`src/pkg/fsw_map.svh`:
```
// Bit positions and reset values of the floating-point status word logic.
`ifndef FSW_MAP_SVH
`define FSW_MAP_SVH
`define FSW_B_SF 6
`define FSW_B_ES 7
`define FSW_B_C0 8
`define FSW_B_C1 9
`define FSW_B_C2 10
`define FSW_B_TOP 11
`define FSW_B_C3 14
`define FSW_B_BSY 15
`define FSW_B_CF 0
`define FSW_B_PF 2
`define FSW_B_ZF 6
`define FSW_RST_FLAGS 6'h00
`define FSW_RST_CC 4'h0
`define FSW_RST_WORD 16'h0000
`define FSW_RST_CORE 8'h00
`endif

```
`src/pkg/fsw_pkg.sv`:
```
// Types shared by the floating-point status word logic.
package fsw_pkg;
	typedef enum logic [3:0] {
		CLS_UNDEF,
		CLS_CMP,
		CLS_CMPI,
		CLS_ARITH,
		CLS_TRIG,
		CLS_MOVE,
		CLS_EXAM,
		CLS_PREM,
		CLS_IMAGE,
		CLS_CLEX,
		CLS_INIT,
		CLS_STSW,
		CLS_FLAGS_FROM_ACCUM_INSTR,
		CLS_CMOV
	} fsw_cls_t;
	typedef struct packed {
		logic valid;
		fsw_cls_t cls;
		logic [5:0] exc;
		logic stk_fault;
		logic stk_over;
		logic roundup;
		logic cmp_lt;
		logic cmp_eq;
		logic cmp_un;
		logic partial;
		logic [2:0] quot;
		logic sign;
		logic [2:0] oper_class;
		logic [2:0] cmov_sel;
	} fsw_req_t;
endpackage : fsw_pkg

```
`src/logic/fsw_flags.sv`:
```
// Status word flag logic of the floating-point unit.
`timescale 1ns/1ps
`include "fsw_map.svh"
// Function
// - Six sticky exception flags sit in status bits 0 to 5.
// - Summary bit 7 is set when any unmasked flag is set.
// - A masked exception sets its flag but not the summary.
// - A set summary bit raises the exception request to the core.
// - Clear and initialise instructions clear the exception flags.
// - Environment load and restore overwrite flags and codes from the image.
// - Bit 15 always copies the summary bit.
// - Classic compares encode result in codes 0, 2, 3; code 1 cleared.
// - Core-flag compares write zero, parity, carry; code 1 shows stack fault.
// - Arithmetic class sets code 1 on upward rounding unless a stack fault occurs.
// - Trig class sets code 2 when out of range, code 1 roundup.
// - Move class clears code 1 unless a stack fault occurs.
// - Initialise clears all four codes; listed others leave them.
// - Stack overflow or underflow sets stack fault bit 6.
// - An invalid operand without stack fault leaves bit 6 alone.
// - Under stack fault, code 1 is 1 for overflow, 0 for underflow.
// - Initialise and clear instructions clear the stack fault.
// - Store status moves the whole status word into the accumulator.
// - Flags-from-accumulator copies accumulator high byte to core flags.
// - Conditional moves are decided from zero, parity and carry flags.
// - Remainder sets code 2 if partial, else quotient bits into 0, 3, 1.
// - Examine puts sign in code 1 and operand class in the others.
module fsw_flags (
	input wire logic CLK_SYS_I,
	input wire logic SRST_I,
	input wire logic CE_I,
	input fsw_pkg::fsw_req_t REQ_I,
	input wire logic [5:0] CW_MASK_I,
	input wire logic [2:0] TOP_I,
	input wire logic [15:0] IMAGE_I,
	output logic [15:0] STATUS_O,
	output logic EXC_REQ_O,
	output logic [15:0] ACCUM_O,
	output logic [7:0] CORE_FLAGS_O,
	output logic CMOV_TAKE_O
);
	import fsw_pkg::*;

	logic [5:0] flags;
	logic sf;
	logic es;
	logic [3:0] cc;
	logic [2:0] top;
	logic [15:0] accum;
	logic [7:0] core_flags;
	logic cmov_take;
	logic [3:0] next_cc;

	function automatic logic [15:0] pack_word(input logic [5:0] f, input logic s,
		input logic e, input logic [3:0] c, input logic [2:0] t);
		logic [15:0] w;
		w = {10'h000, f};
		w[`FSW_B_SF] = s;
		w[`FSW_B_ES] = e;
		w[`FSW_B_C0] = c[0];
		w[`FSW_B_C1] = c[1];
		w[`FSW_B_C2] = c[2];
		w[`FSW_B_TOP +: 3] = t;
		w[`FSW_B_C3] = c[3];
		w[`FSW_B_BSY] = e;
		return w;
	endfunction : pack_word

	function automatic logic summary(input logic [5:0] f, input logic [5:0] m);
		return |(f & ~m);
	endfunction : summary

	// Select bit 2 inverts the sense; 0 below, 1 equal, 2 below-or-equal, 3 unordered.
	function automatic logic cmov_cond(input logic [2:0] sel, input logic [7:0] fl);
		logic c;
		c = 1'b0;
		unique case (sel[1:0])
			2'h0: c = fl[`FSW_B_CF];
			2'h1: c = fl[`FSW_B_ZF];
			2'h2: c = fl[`FSW_B_CF] | fl[`FSW_B_ZF];
			2'h3: c = fl[`FSW_B_PF];
		endcase
		return c ^ sel[2];
	endfunction : cmov_cond

	wire go = CE_I & REQ_I.valid;
	wire is_clr = (REQ_I.cls == CLS_CLEX) | (REQ_I.cls == CLS_INIT);
	wire clr = go & is_clr;
	wire ld_img = go & (REQ_I.cls == CLS_IMAGE);
	wire stk = go & REQ_I.stk_fault;
	wire [5:0] new_exc = go ? (REQ_I.exc | {5'h00, REQ_I.stk_fault}) : 6'h00;
	wire [5:0] kept = clr ? `FSW_RST_FLAGS : flags;
	// A clearing instruction raises no exception of its own, so set and clear never collide.
	wire [5:0] next_flags = ld_img ? IMAGE_I[5:0] : (kept | new_exc);
	wire next_sf = ld_img ? IMAGE_I[`FSW_B_SF] : ((clr ? 1'b0 : sf) | stk);
	wire next_es = summary(next_flags, CW_MASK_I);
	wire [15:0] word = pack_word(flags, sf, es, cc, top);
	wire unord = REQ_I.cmp_un;
	wire [7:0] cmpi_flags = {core_flags[7], REQ_I.cmp_eq | unord, core_flags[5:3],
		unord, core_flags[1], REQ_I.cmp_lt | unord};
	wire [7:0] next_core = (go & (REQ_I.cls == CLS_FLAGS_FROM_ACCUM_INSTR)) ? accum[15:8] :
		(go & (REQ_I.cls == CLS_CMPI)) ? cmpi_flags : core_flags;
	wire do_stsw = go & (REQ_I.cls == CLS_STSW);
	wire next_take = go & (REQ_I.cls == CLS_CMOV) & cmov_cond(REQ_I.cmov_sel, core_flags);

	// Classes whose codes are undefined keep the previous codes.
	always_comb
	begin
		next_cc = cc;
		if (go)
		begin
			unique case (REQ_I.cls)
				CLS_CMP: next_cc = {REQ_I.cmp_eq | unord, unord, 1'b0, REQ_I.cmp_lt | unord};
				CLS_CMPI: next_cc[1] = 1'b0;
				CLS_ARITH: next_cc[1] = REQ_I.roundup;
				CLS_TRIG:
				begin
					next_cc[2] = REQ_I.partial;
					next_cc[1] = REQ_I.roundup;
				end
				CLS_MOVE: next_cc[1] = 1'b0;
				CLS_EXAM: next_cc = {REQ_I.oper_class[2:1], REQ_I.sign, REQ_I.oper_class[0]};
				CLS_PREM: next_cc = REQ_I.partial ? {cc[3], 1'b1, cc[1:0]} :
					{REQ_I.quot[1], 1'b0, REQ_I.quot[0], REQ_I.quot[2]};
				CLS_IMAGE: next_cc = {IMAGE_I[`FSW_B_C3], IMAGE_I[`FSW_B_C2],
					IMAGE_I[`FSW_B_C1], IMAGE_I[`FSW_B_C0]};
				CLS_INIT: next_cc = `FSW_RST_CC;
				default: next_cc = cc;
			endcase
			// An image load restores every code bit, so a fault flag must not overwrite it.
			if (REQ_I.stk_fault & (REQ_I.cls != CLS_IMAGE))
				next_cc[1] = REQ_I.stk_over;
		end
	end

	always_ff @(posedge CLK_SYS_I)
	begin
		if (SRST_I)
		begin
			flags <= `FSW_RST_FLAGS;
			sf <= 1'b0;
			es <= 1'b0;
			cc <= `FSW_RST_CC;
			top <= 3'h0;
		end
		else if (CE_I)
		begin
			flags <= next_flags;
			sf <= next_sf;
			es <= next_es;
			cc <= next_cc;
			top <= TOP_I;
		end
	end

	always_ff @(posedge CLK_SYS_I)
	begin
		if (SRST_I)
		begin
			accum <= `FSW_RST_WORD;
			core_flags <= `FSW_RST_CORE;
			cmov_take <= 1'b0;
		end
		else if (CE_I)
		begin
			if (do_stsw)
				accum <= word;
			core_flags <= next_core;
			cmov_take <= next_take;
		end
	end

	assign STATUS_O = word;
	assign EXC_REQ_O = es;
	assign ACCUM_O = accum;
	assign CORE_FLAGS_O = core_flags;
	assign CMOV_TAKE_O = cmov_take;

	a_flags_sticky: assert property (@(posedge CLK_SYS_I) disable iff (SRST_I)
		(CE_I & !clr & !ld_img) |=> ((STATUS_O[5:0] & $past(flags)) == $past(flags)))
		else $error("exception flag dropped without a clearing instruction");
	a_flag_sets: assert property (@(posedge CLK_SYS_I) disable iff (SRST_I)
		(go & !ld_img & (REQ_I.exc != 6'h00)) |=> ((STATUS_O[5:0] & $past(REQ_I.exc))
		== $past(REQ_I.exc)))
		else $error("detected exception did not set its flag");
	a_summary_unmask: assert property (@(posedge CLK_SYS_I) disable iff (SRST_I)
		CE_I |=> (STATUS_O[`FSW_B_ES] == |($past(next_flags) & ~$past(CW_MASK_I))))
		else $error("summary bit disagrees with unmasked flags");
	a_masked_quiet: assert property (@(posedge CLK_SYS_I) disable iff (SRST_I)
		(CE_I & ((next_flags & ~CW_MASK_I) == 6'h00)) |=> !STATUS_O[`FSW_B_ES])
		else $error("masked exception set the summary bit");
	a_request_follows: assert property (@(posedge CLK_SYS_I) disable iff (SRST_I)
		$past(CE_I) |-> (EXC_REQ_O == |(STATUS_O[5:0] & ~$past(CW_MASK_I))))
		else $error("exception request does not follow unmasked flags");
	a_legacy_copy: assert property (@(posedge CLK_SYS_I) disable iff (SRST_I)
		STATUS_O[`FSW_B_BSY] == STATUS_O[`FSW_B_ES])
		else $error("bit 15 differs from summary bit");
	a_clear_flags: assert property (@(posedge CLK_SYS_I) disable iff (SRST_I)
		(clr & (REQ_I.exc == 6'h00) & !REQ_I.stk_fault) |=> (STATUS_O[6:0] == 7'h00))
		else $error("clearing instruction left a flag set");
	a_image_load: assert property (@(posedge CLK_SYS_I) disable iff (SRST_I)
		ld_img |=> (STATUS_O[5:0] == $past(IMAGE_I[5:0])) &&
		(STATUS_O[`FSW_B_C3] == $past(IMAGE_I[`FSW_B_C3])))
		else $error("image load did not overwrite flags and codes");
	a_compare_codes: assert property (@(posedge CLK_SYS_I) disable iff (SRST_I)
		(go & (REQ_I.cls == CLS_CMP) & REQ_I.cmp_un & !REQ_I.stk_fault) |=>
		(STATUS_O[`FSW_B_C0] & STATUS_O[`FSW_B_C2] & STATUS_O[`FSW_B_C3] &
		!STATUS_O[`FSW_B_C1]))
		else $error("unordered compare codes wrong");
	a_core_compare: assert property (@(posedge CLK_SYS_I) disable iff (SRST_I)
		(go & (REQ_I.cls == CLS_CMPI) & REQ_I.cmp_lt & !REQ_I.cmp_un) |=>
		CORE_FLAGS_O[`FSW_B_CF] && !CORE_FLAGS_O[`FSW_B_PF])
		else $error("core-flag compare wrote wrong carry or parity");
	a_init_codes: assert property (@(posedge CLK_SYS_I) disable iff (SRST_I)
		(go & (REQ_I.cls == CLS_INIT)) |=> (STATUS_O[10:8] == 3'h0) && !STATUS_O[14])
		else $error("initialise left a condition code set");
	a_stack_set: assert property (@(posedge CLK_SYS_I) disable iff (SRST_I)
		(stk & !ld_img) |=> STATUS_O[`FSW_B_SF] && STATUS_O[0])
		else $error("stack fault did not set its flag");
	a_fault_c1: assert property (@(posedge CLK_SYS_I) disable iff (SRST_I)
		(stk & !ld_img & (REQ_I.cls != CLS_INIT)) |=>
		(STATUS_O[`FSW_B_C1] == $past(REQ_I.stk_over)))
		else $error("code 1 does not show overflow or underflow");
	a_sf_sticky: assert property (@(posedge CLK_SYS_I) disable iff (SRST_I)
		(CE_I & sf & !clr & !ld_img) |=> STATUS_O[`FSW_B_SF])
		else $error("stack fault flag dropped");
	a_store_accum: assert property (@(posedge CLK_SYS_I) disable iff (SRST_I)
		do_stsw |=> (ACCUM_O == $past(STATUS_O)))
		else $error("accumulator does not hold the status word");
	a_flags_accum: assert property (@(posedge CLK_SYS_I) disable iff (SRST_I)
		(do_stsw ##1 (go & (REQ_I.cls == CLS_FLAGS_FROM_ACCUM_INSTR))) |=> (CORE_FLAGS_O == $past(STATUS_O[15:8], 2)))
		else $error("core flags did not take the condition code byte");
	a_remainder: assert property (@(posedge CLK_SYS_I) disable iff (SRST_I)
		(go & (REQ_I.cls == CLS_PREM) & !REQ_I.partial & !REQ_I.stk_fault) |=>
		(STATUS_O[`FSW_B_C0] == $past(REQ_I.quot[2])) && !STATUS_O[`FSW_B_C2])
		else $error("remainder quotient bits misplaced");

	// The checks below tie code, flag, move and top-field updates to the request fields or inputs they came with.
	a_round_up: assert property (@(posedge CLK_SYS_I) disable iff (SRST_I)
		(go & (REQ_I.cls == CLS_ARITH) & !REQ_I.stk_fault) |=>
		(STATUS_O[`FSW_B_C1] == $past(REQ_I.roundup)))
		else $error("arithmetic code 1 does not show the rounding direction");

	a_range_flag: assert property (@(posedge CLK_SYS_I) disable iff (SRST_I)
		(go & (REQ_I.cls == CLS_TRIG)) |=>
		(STATUS_O[`FSW_B_C2] == $past(REQ_I.partial)))
		else $error("trig code 2 does not show the operand range");

	a_trig_round: assert property (@(posedge CLK_SYS_I) disable iff (SRST_I)
		(go & (REQ_I.cls == CLS_TRIG) & !REQ_I.stk_fault) |=>
		(STATUS_O[`FSW_B_C1] == $past(REQ_I.roundup)))
		else $error("trig code 1 does not show the rounding direction");

	a_move_c1: assert property (@(posedge CLK_SYS_I) disable iff (SRST_I)
		(go & (REQ_I.cls == CLS_MOVE)) |=>
		(STATUS_O[`FSW_B_C1] == $past(REQ_I.stk_fault & REQ_I.stk_over)))
		else $error("move class code 1 not cleared without an overflow fault");

	a_core_c1: assert property (@(posedge CLK_SYS_I) disable iff (SRST_I)
		(go & (REQ_I.cls == CLS_CMPI)) |=>
		(STATUS_O[`FSW_B_C1] == $past(REQ_I.stk_fault & REQ_I.stk_over)))
		else $error("core-flag compare code 1 shows more than a stack fault");

	a_less_codes: assert property (@(posedge CLK_SYS_I) disable iff (SRST_I)
		(go & (REQ_I.cls == CLS_CMP) & REQ_I.cmp_lt & !REQ_I.cmp_eq & !REQ_I.cmp_un &
		!REQ_I.stk_fault) |=> (STATUS_O[`FSW_B_C0] & !STATUS_O[`FSW_B_C1] &
		!STATUS_O[`FSW_B_C2] & !STATUS_O[`FSW_B_C3]))
		else $error("less-than compare codes wrong");

	a_fault_kept: assert property (@(posedge CLK_SYS_I) disable iff (SRST_I)
		(go & REQ_I.exc[0] & !REQ_I.stk_fault & sf & !clr & !ld_img) |=>
		STATUS_O[`FSW_B_SF])
		else $error("invalid operand without stack fault dropped the stack fault flag");

	a_cmov_zero: assert property (@(posedge CLK_SYS_I) disable iff (SRST_I)
		(go & (REQ_I.cls == CLS_CMOV) & (REQ_I.cmov_sel[1:0] == 2'h1)) |=>
		(CMOV_TAKE_O == $past(CORE_FLAGS_O[`FSW_B_ZF] ^ REQ_I.cmov_sel[2])))
		else $error("conditional move ignored the zero flag");

	a_cmov_carry: assert property (@(posedge CLK_SYS_I) disable iff (SRST_I)
		(go & (REQ_I.cls == CLS_CMOV) & (REQ_I.cmov_sel[1:0] == 2'h0)) |=>
		(CMOV_TAKE_O == $past(CORE_FLAGS_O[`FSW_B_CF] ^ REQ_I.cmov_sel[2])))
		else $error("conditional move ignored the carry flag");

	a_cmov_idle: assert property (@(posedge CLK_SYS_I) disable iff (SRST_I)
		(CE_I & !REQ_I.valid) |=> !CMOV_TAKE_O)
		else $error("conditional move taken without a request");

	a_examine_codes: assert property (@(posedge CLK_SYS_I) disable iff (SRST_I)
		(go & (REQ_I.cls == CLS_EXAM) & !REQ_I.stk_fault) |=>
		(STATUS_O[`FSW_B_C1] == $past(REQ_I.sign)) && ({STATUS_O[`FSW_B_C3],
		STATUS_O[`FSW_B_C2], STATUS_O[`FSW_B_C0]} == $past(REQ_I.oper_class)))
		else $error("examine codes do not show sign and class");

	a_partial_c2: assert property (@(posedge CLK_SYS_I) disable iff (SRST_I)
		(go & (REQ_I.cls == CLS_PREM) & REQ_I.partial) |=> STATUS_O[`FSW_B_C2])
		else $error("incomplete reduction did not set code 2");

	a_image_sf: assert property (@(posedge CLK_SYS_I) disable iff (SRST_I)
		ld_img |=> (STATUS_O[`FSW_B_SF] == $past(IMAGE_I[`FSW_B_SF])) &&
		(STATUS_O[10:8] == $past(IMAGE_I[10:8])))
		else $error("image load did not overwrite stack fault and low codes");

	a_top_field: assert property (@(posedge CLK_SYS_I) disable iff (SRST_I)
		CE_I |=> (STATUS_O[13:11] == $past(TOP_I)))
		else $error("top pointer field does not follow the top input");
endmodule : fsw_flags

```
`config.mk`:
```
export PLATFORM = sky130hd
export DESIGN_NAME = fsw_flags
export DESIGN_NICKNAME = d
export VERILOG_FILES = /design/src/pkg/fsw_pkg.sv /design/src/logic/fsw_flags.sv
export VERILOG_INCLUDE_DIRS = /design/src /design/src/pkg
export SDC_FILE = /design/constraint.sdc
export NUM_CORES = 1
export LEC_CHECK = 0
export CORE_ASPECT_RATIO = 1.1
export CORE_MARGIN = 2
export CORE_UTILIZATION = 59
export CTS_BUF_LIST = sky130_fd_sc_hd__clkbuf_2
export CTS_CLUSTER_DIAMETER = 80
export DETAILED_ROUTE_END_ITERATION = 10
export DONT_BUFFER_PORTS = 1
export GPL_ROUTABILITY_DRIVEN = 0
export PLACE_DENSITY = 0.84
export SLEW_MARGIN = 20
export SYNTH_ARGS = -nofsm -noshare
export SYNTH_HDL_FRONTEND = slang
export SYNTH_SLANG_ARGS = --single-unit
```
`constraint.sdc`:
```
create_clock -name CLK_SYS_I -period 1.6 [get_ports CLK_SYS_I]
set_clock_uncertainty 0.2 [all_clocks]
set_input_delay 0.16 -clock CLK_SYS_I [delete_from_list [all_inputs] [get_ports CLK_SYS_I]]
set_output_delay 0.16 -clock CLK_SYS_I [all_outputs]
set_load 0.03 [all_outputs]
```
==> impl_metrics.py <==
metrics = {
    "final_layout": {
        "layout.nets": 375,
        "fill_cells": 206,
        "multi_input_area_um2": 1150,
        "antennaDiodeCount": 0,
        "syn_to_final_growth_pct": 37.3,
        "drive_gt1_share_pct": 19.4,
        "post-route-util_pct": 85.1,
        "fin_area_um2": 2840,
        "regArea_um2": 795,
    },
    "die": {
        "die_h_um": 66.1,
        "std_cell_rows": 22,
        "core-area_um2": 3330,
        "die_w_um": 60.4,
        "start_util_pct": 62.0,
        "ioPinCount": 98,
        "dieArea_um2": 3990,
    },
    "synth": {
        "synthDistinctLibCells": 52,
        "synth_nets": 311,
        "synth_xor_area_share_pct": 1.70,
        "avgSynthCellArea_um2": 8.10,
        "synthMuxAreaShare_pct": 5.39,
        "synthFlopType": "dfxtp_1",
        "synth_seq_cells": 39,
        "synth_top_family_by_area": "compound AO/OA/AOI/OAI gates",
        "yosysWarnings": 0,
        "synth_adder_area_share_pct": 0,
        "yosysMostFrequentCell": "dfxtp_1",
        "synthTopCellsByCount": "39 x dfxtp_1, 38 x nand2_1, 22 x a21oi_1, 22 x nor2_1, 14 x o21ai_0",
        "synthCells": 255,
        "synth-edff-count": 0,
        "synth_simple_gate_area_share_pct": 21.6,
        "synth_compound_area_share_pct": 26.1,
        "synth-async-reset-ratio_pct": 0,
        "synth_area_um2": 2070,
        "synth_area_leaders": "dfxtp_1 38%, nand2_1 6.9%, a21oi_1 5.3%",
        "seq_area_frac_synth_pct": 37.8,
        "synth_top_cell_area_share_pct": 37.8,
        "yosysTopAreaCell": "dfxtp_1",
    },
    "setup_path": {
        "crit_path_start_kind": "flop",
        "worst-path-max-fanout": 2,
        "criticalPathCategory": "reg -> reg",
        "r2r_end": "ACCUM_O[3]",
        "reg2reg_slack_ns": 0.02,
        "critPathCaptureType": "flop",
        "arrival_ns": 1.72,
        "r2r_cells": 4,
        "required_ns": 1.74,
        "timing.rr.start": "flags[3]",
    },
    "placement": {
        "hpwlAfterDp_um": 3710,
        "port_buffers": 0,
        "postPlaceCellArea_um2": 2250,
    },
    "detailed_routing": {
        "post-route-drc-count": 0,
        "drt_iter0_markers": 157,
        "vias_per_cell": 5.89,
        "detail-route-antenna-nets": 0,
        "route.vias.total": 2166,
        "wl_per_cell_um": 17.6,
        "finalWirelength_um": 6490,
        "dr.pass1.iters": 4,
    },
    "clock_network": {
        "clock-root-buffer": "clkbuf_2",
        "cts_tree": "yes",
        "post_cts_buffers": 0,
        "cts_buffers": 5,
        "htreeDepth": 2,
        "clk_path_buf_depth": 2,
        "cts_sinks": 39,
        "clkLatencyLatePin_ns": 0.39,
        "clk_pin_slew_worst_paths_ns": 0.20,
    },
    "grt": {
        "grt_util_all_layers_pct": 31.8,
        "grt_max_degree": 37,
        "grt_pass1_wl_um": 9650,
        "grt_pass1_vias": 2183,
        "antenna_found_initial": 0,
        "grt-ovfl-total": 0,
    },
    "timing": {
        "worstMarginPinSlew_ns": 0.378,
        "final_max_slew_viol_count": 0,
        "slew_headroom_pct": 74.2,
        "setup_tns_ns": 0,
        "fin_crit_sh_pct": 99.0,
        "hold_viol": 7,
        "fmax_mhz": 631,
        "whs_ns": -0.210,
        "setup_viol": 0,
        "post-route-min-period_ns": 1.58,
    },
    "hold_path": {
        "hold_end": "EXC_REQ_O",
        "hp-start": "CE_I",
        "worstHoldPathCells": 2,
        "holdCritPathClass": "in -> reg",
    },
    "run_status": {
        "violations": "negative hold slack",
        "status": "finished with violations",
    },
    "job": {
        "drv_cap": 0,
    },
    "power": {
        "leakage_nw": 1.11,
        "peakVddDrop_mv": 0.663,
        "powerDensity_nw_per_um2": 648,
    },
}
[power by group]
part | switching (mW) | internal (mW) | leakage, nW
clock | 0.331 | 0.112 | 0.0290
combinational | 0.179 | 0.182 | 0.763
sequential | 0.0342 | 0.998 | 0.321
[registers in the layout, summed over array words and instances, names as in the netlist]
register,flops
EXC_REQ_O,1
CORE_FLAGS_O,8
flags,6
top,3
CMOV_TAKE_O,1
ACCUM_O,15
sf,1
cc,4
[how the worst max path moves through the flow]
stage,startpoint,end,slack (ns),cells after the start
floorplan,REQ_I[25],EXC_REQ_O,-0.16,6
global placement,REQ_I[25],EXC_REQ_O,-0.11,5
detailed placement,REQ_I[25],EXC_REQ_O,-0.12,5
CTS,REQ_I[27],ACCUM_O[8],0.02,7
global route,REQ_I[27],ACCUM_O[3],-0.01,7
finish,flags[3],ACCUM_O[3],0.02,4
[through the flow]
stage | power (mW) | cells | hold slack (ns) | setup slack (ns)
2_1_floorplan | 1.27 | 255 | 0.107 | -0.158
3_3_place_gp | 1.29 | 310 | 0.0318 | -0.107
3_5_place_dp | 1.29 | 310 | 0.0360 | -0.121
4_1_cts | 1.80 | 361 | -0.234 | 0.0202
5_1_grt | 1.90 | 368 | -0.207 | -0.0148
6_report | 1.84 | 368 | -0.210 | 0.0153
[cell families after synthesis]
kind of cell    after synthesis
buf+inv                      32
mux                          11
simple gates                 91
compound gates               78
xor+xnor                      4
flops                        39
[cells in the final DEF (no fill, tap or decap), drive strengths merged, types with 9 or more instances in the layout]
master,Yosys,layout
o21ai,14,14
dfxtp,39,39
a21oi,22,22
nand2,38,38
inv,9,9
mux2i,10,10
buf,14,31
nor2,22,22
dlygate4sd3,0,46
[worst max-delay path, cell delays in order (launching register included)]
cell           delay [ns]
dfxtp_1              0.38
buf_4                0.18
nand2_1              0.07
a21oi_1              0.14
dlygate4sd3_1        0.58
[final cells by class]
cell class	instances	area share [%]
clock buffers	6	1.06
clock inverters	2	0.441
inverters	9	1.19
multi-input cells	184	40.6
flip-flops and latches	39	28.0
well taps	48	2.12
repair buffers	80	26.6
[what timing repair did]
| item | CTS | global route |
|---|---|---|
| hold endpoints to repair | 39 | 11 |
| endpoints found under the setup margin | 0 | 23 |
| resized for setup | 0 | 16 |
| hold buffers | 43 | 6 |
[per-layer routing]
metal / share of wire (%) / routed length (µm) / vias up / GRT usage (%)
li1: - / - / 1034 / -
met1: 37 / 2380 / 1016 / 35.6
met2: 53 / 3440 / 100 / 57.3
met3: 8.0 / 517 / 16 / 8.02
met4: 2.3 / 150 / 0 / 10.9
met5: 0 / 0 / - / 0
Note: power is estimated with default switching activity, not from simulation.
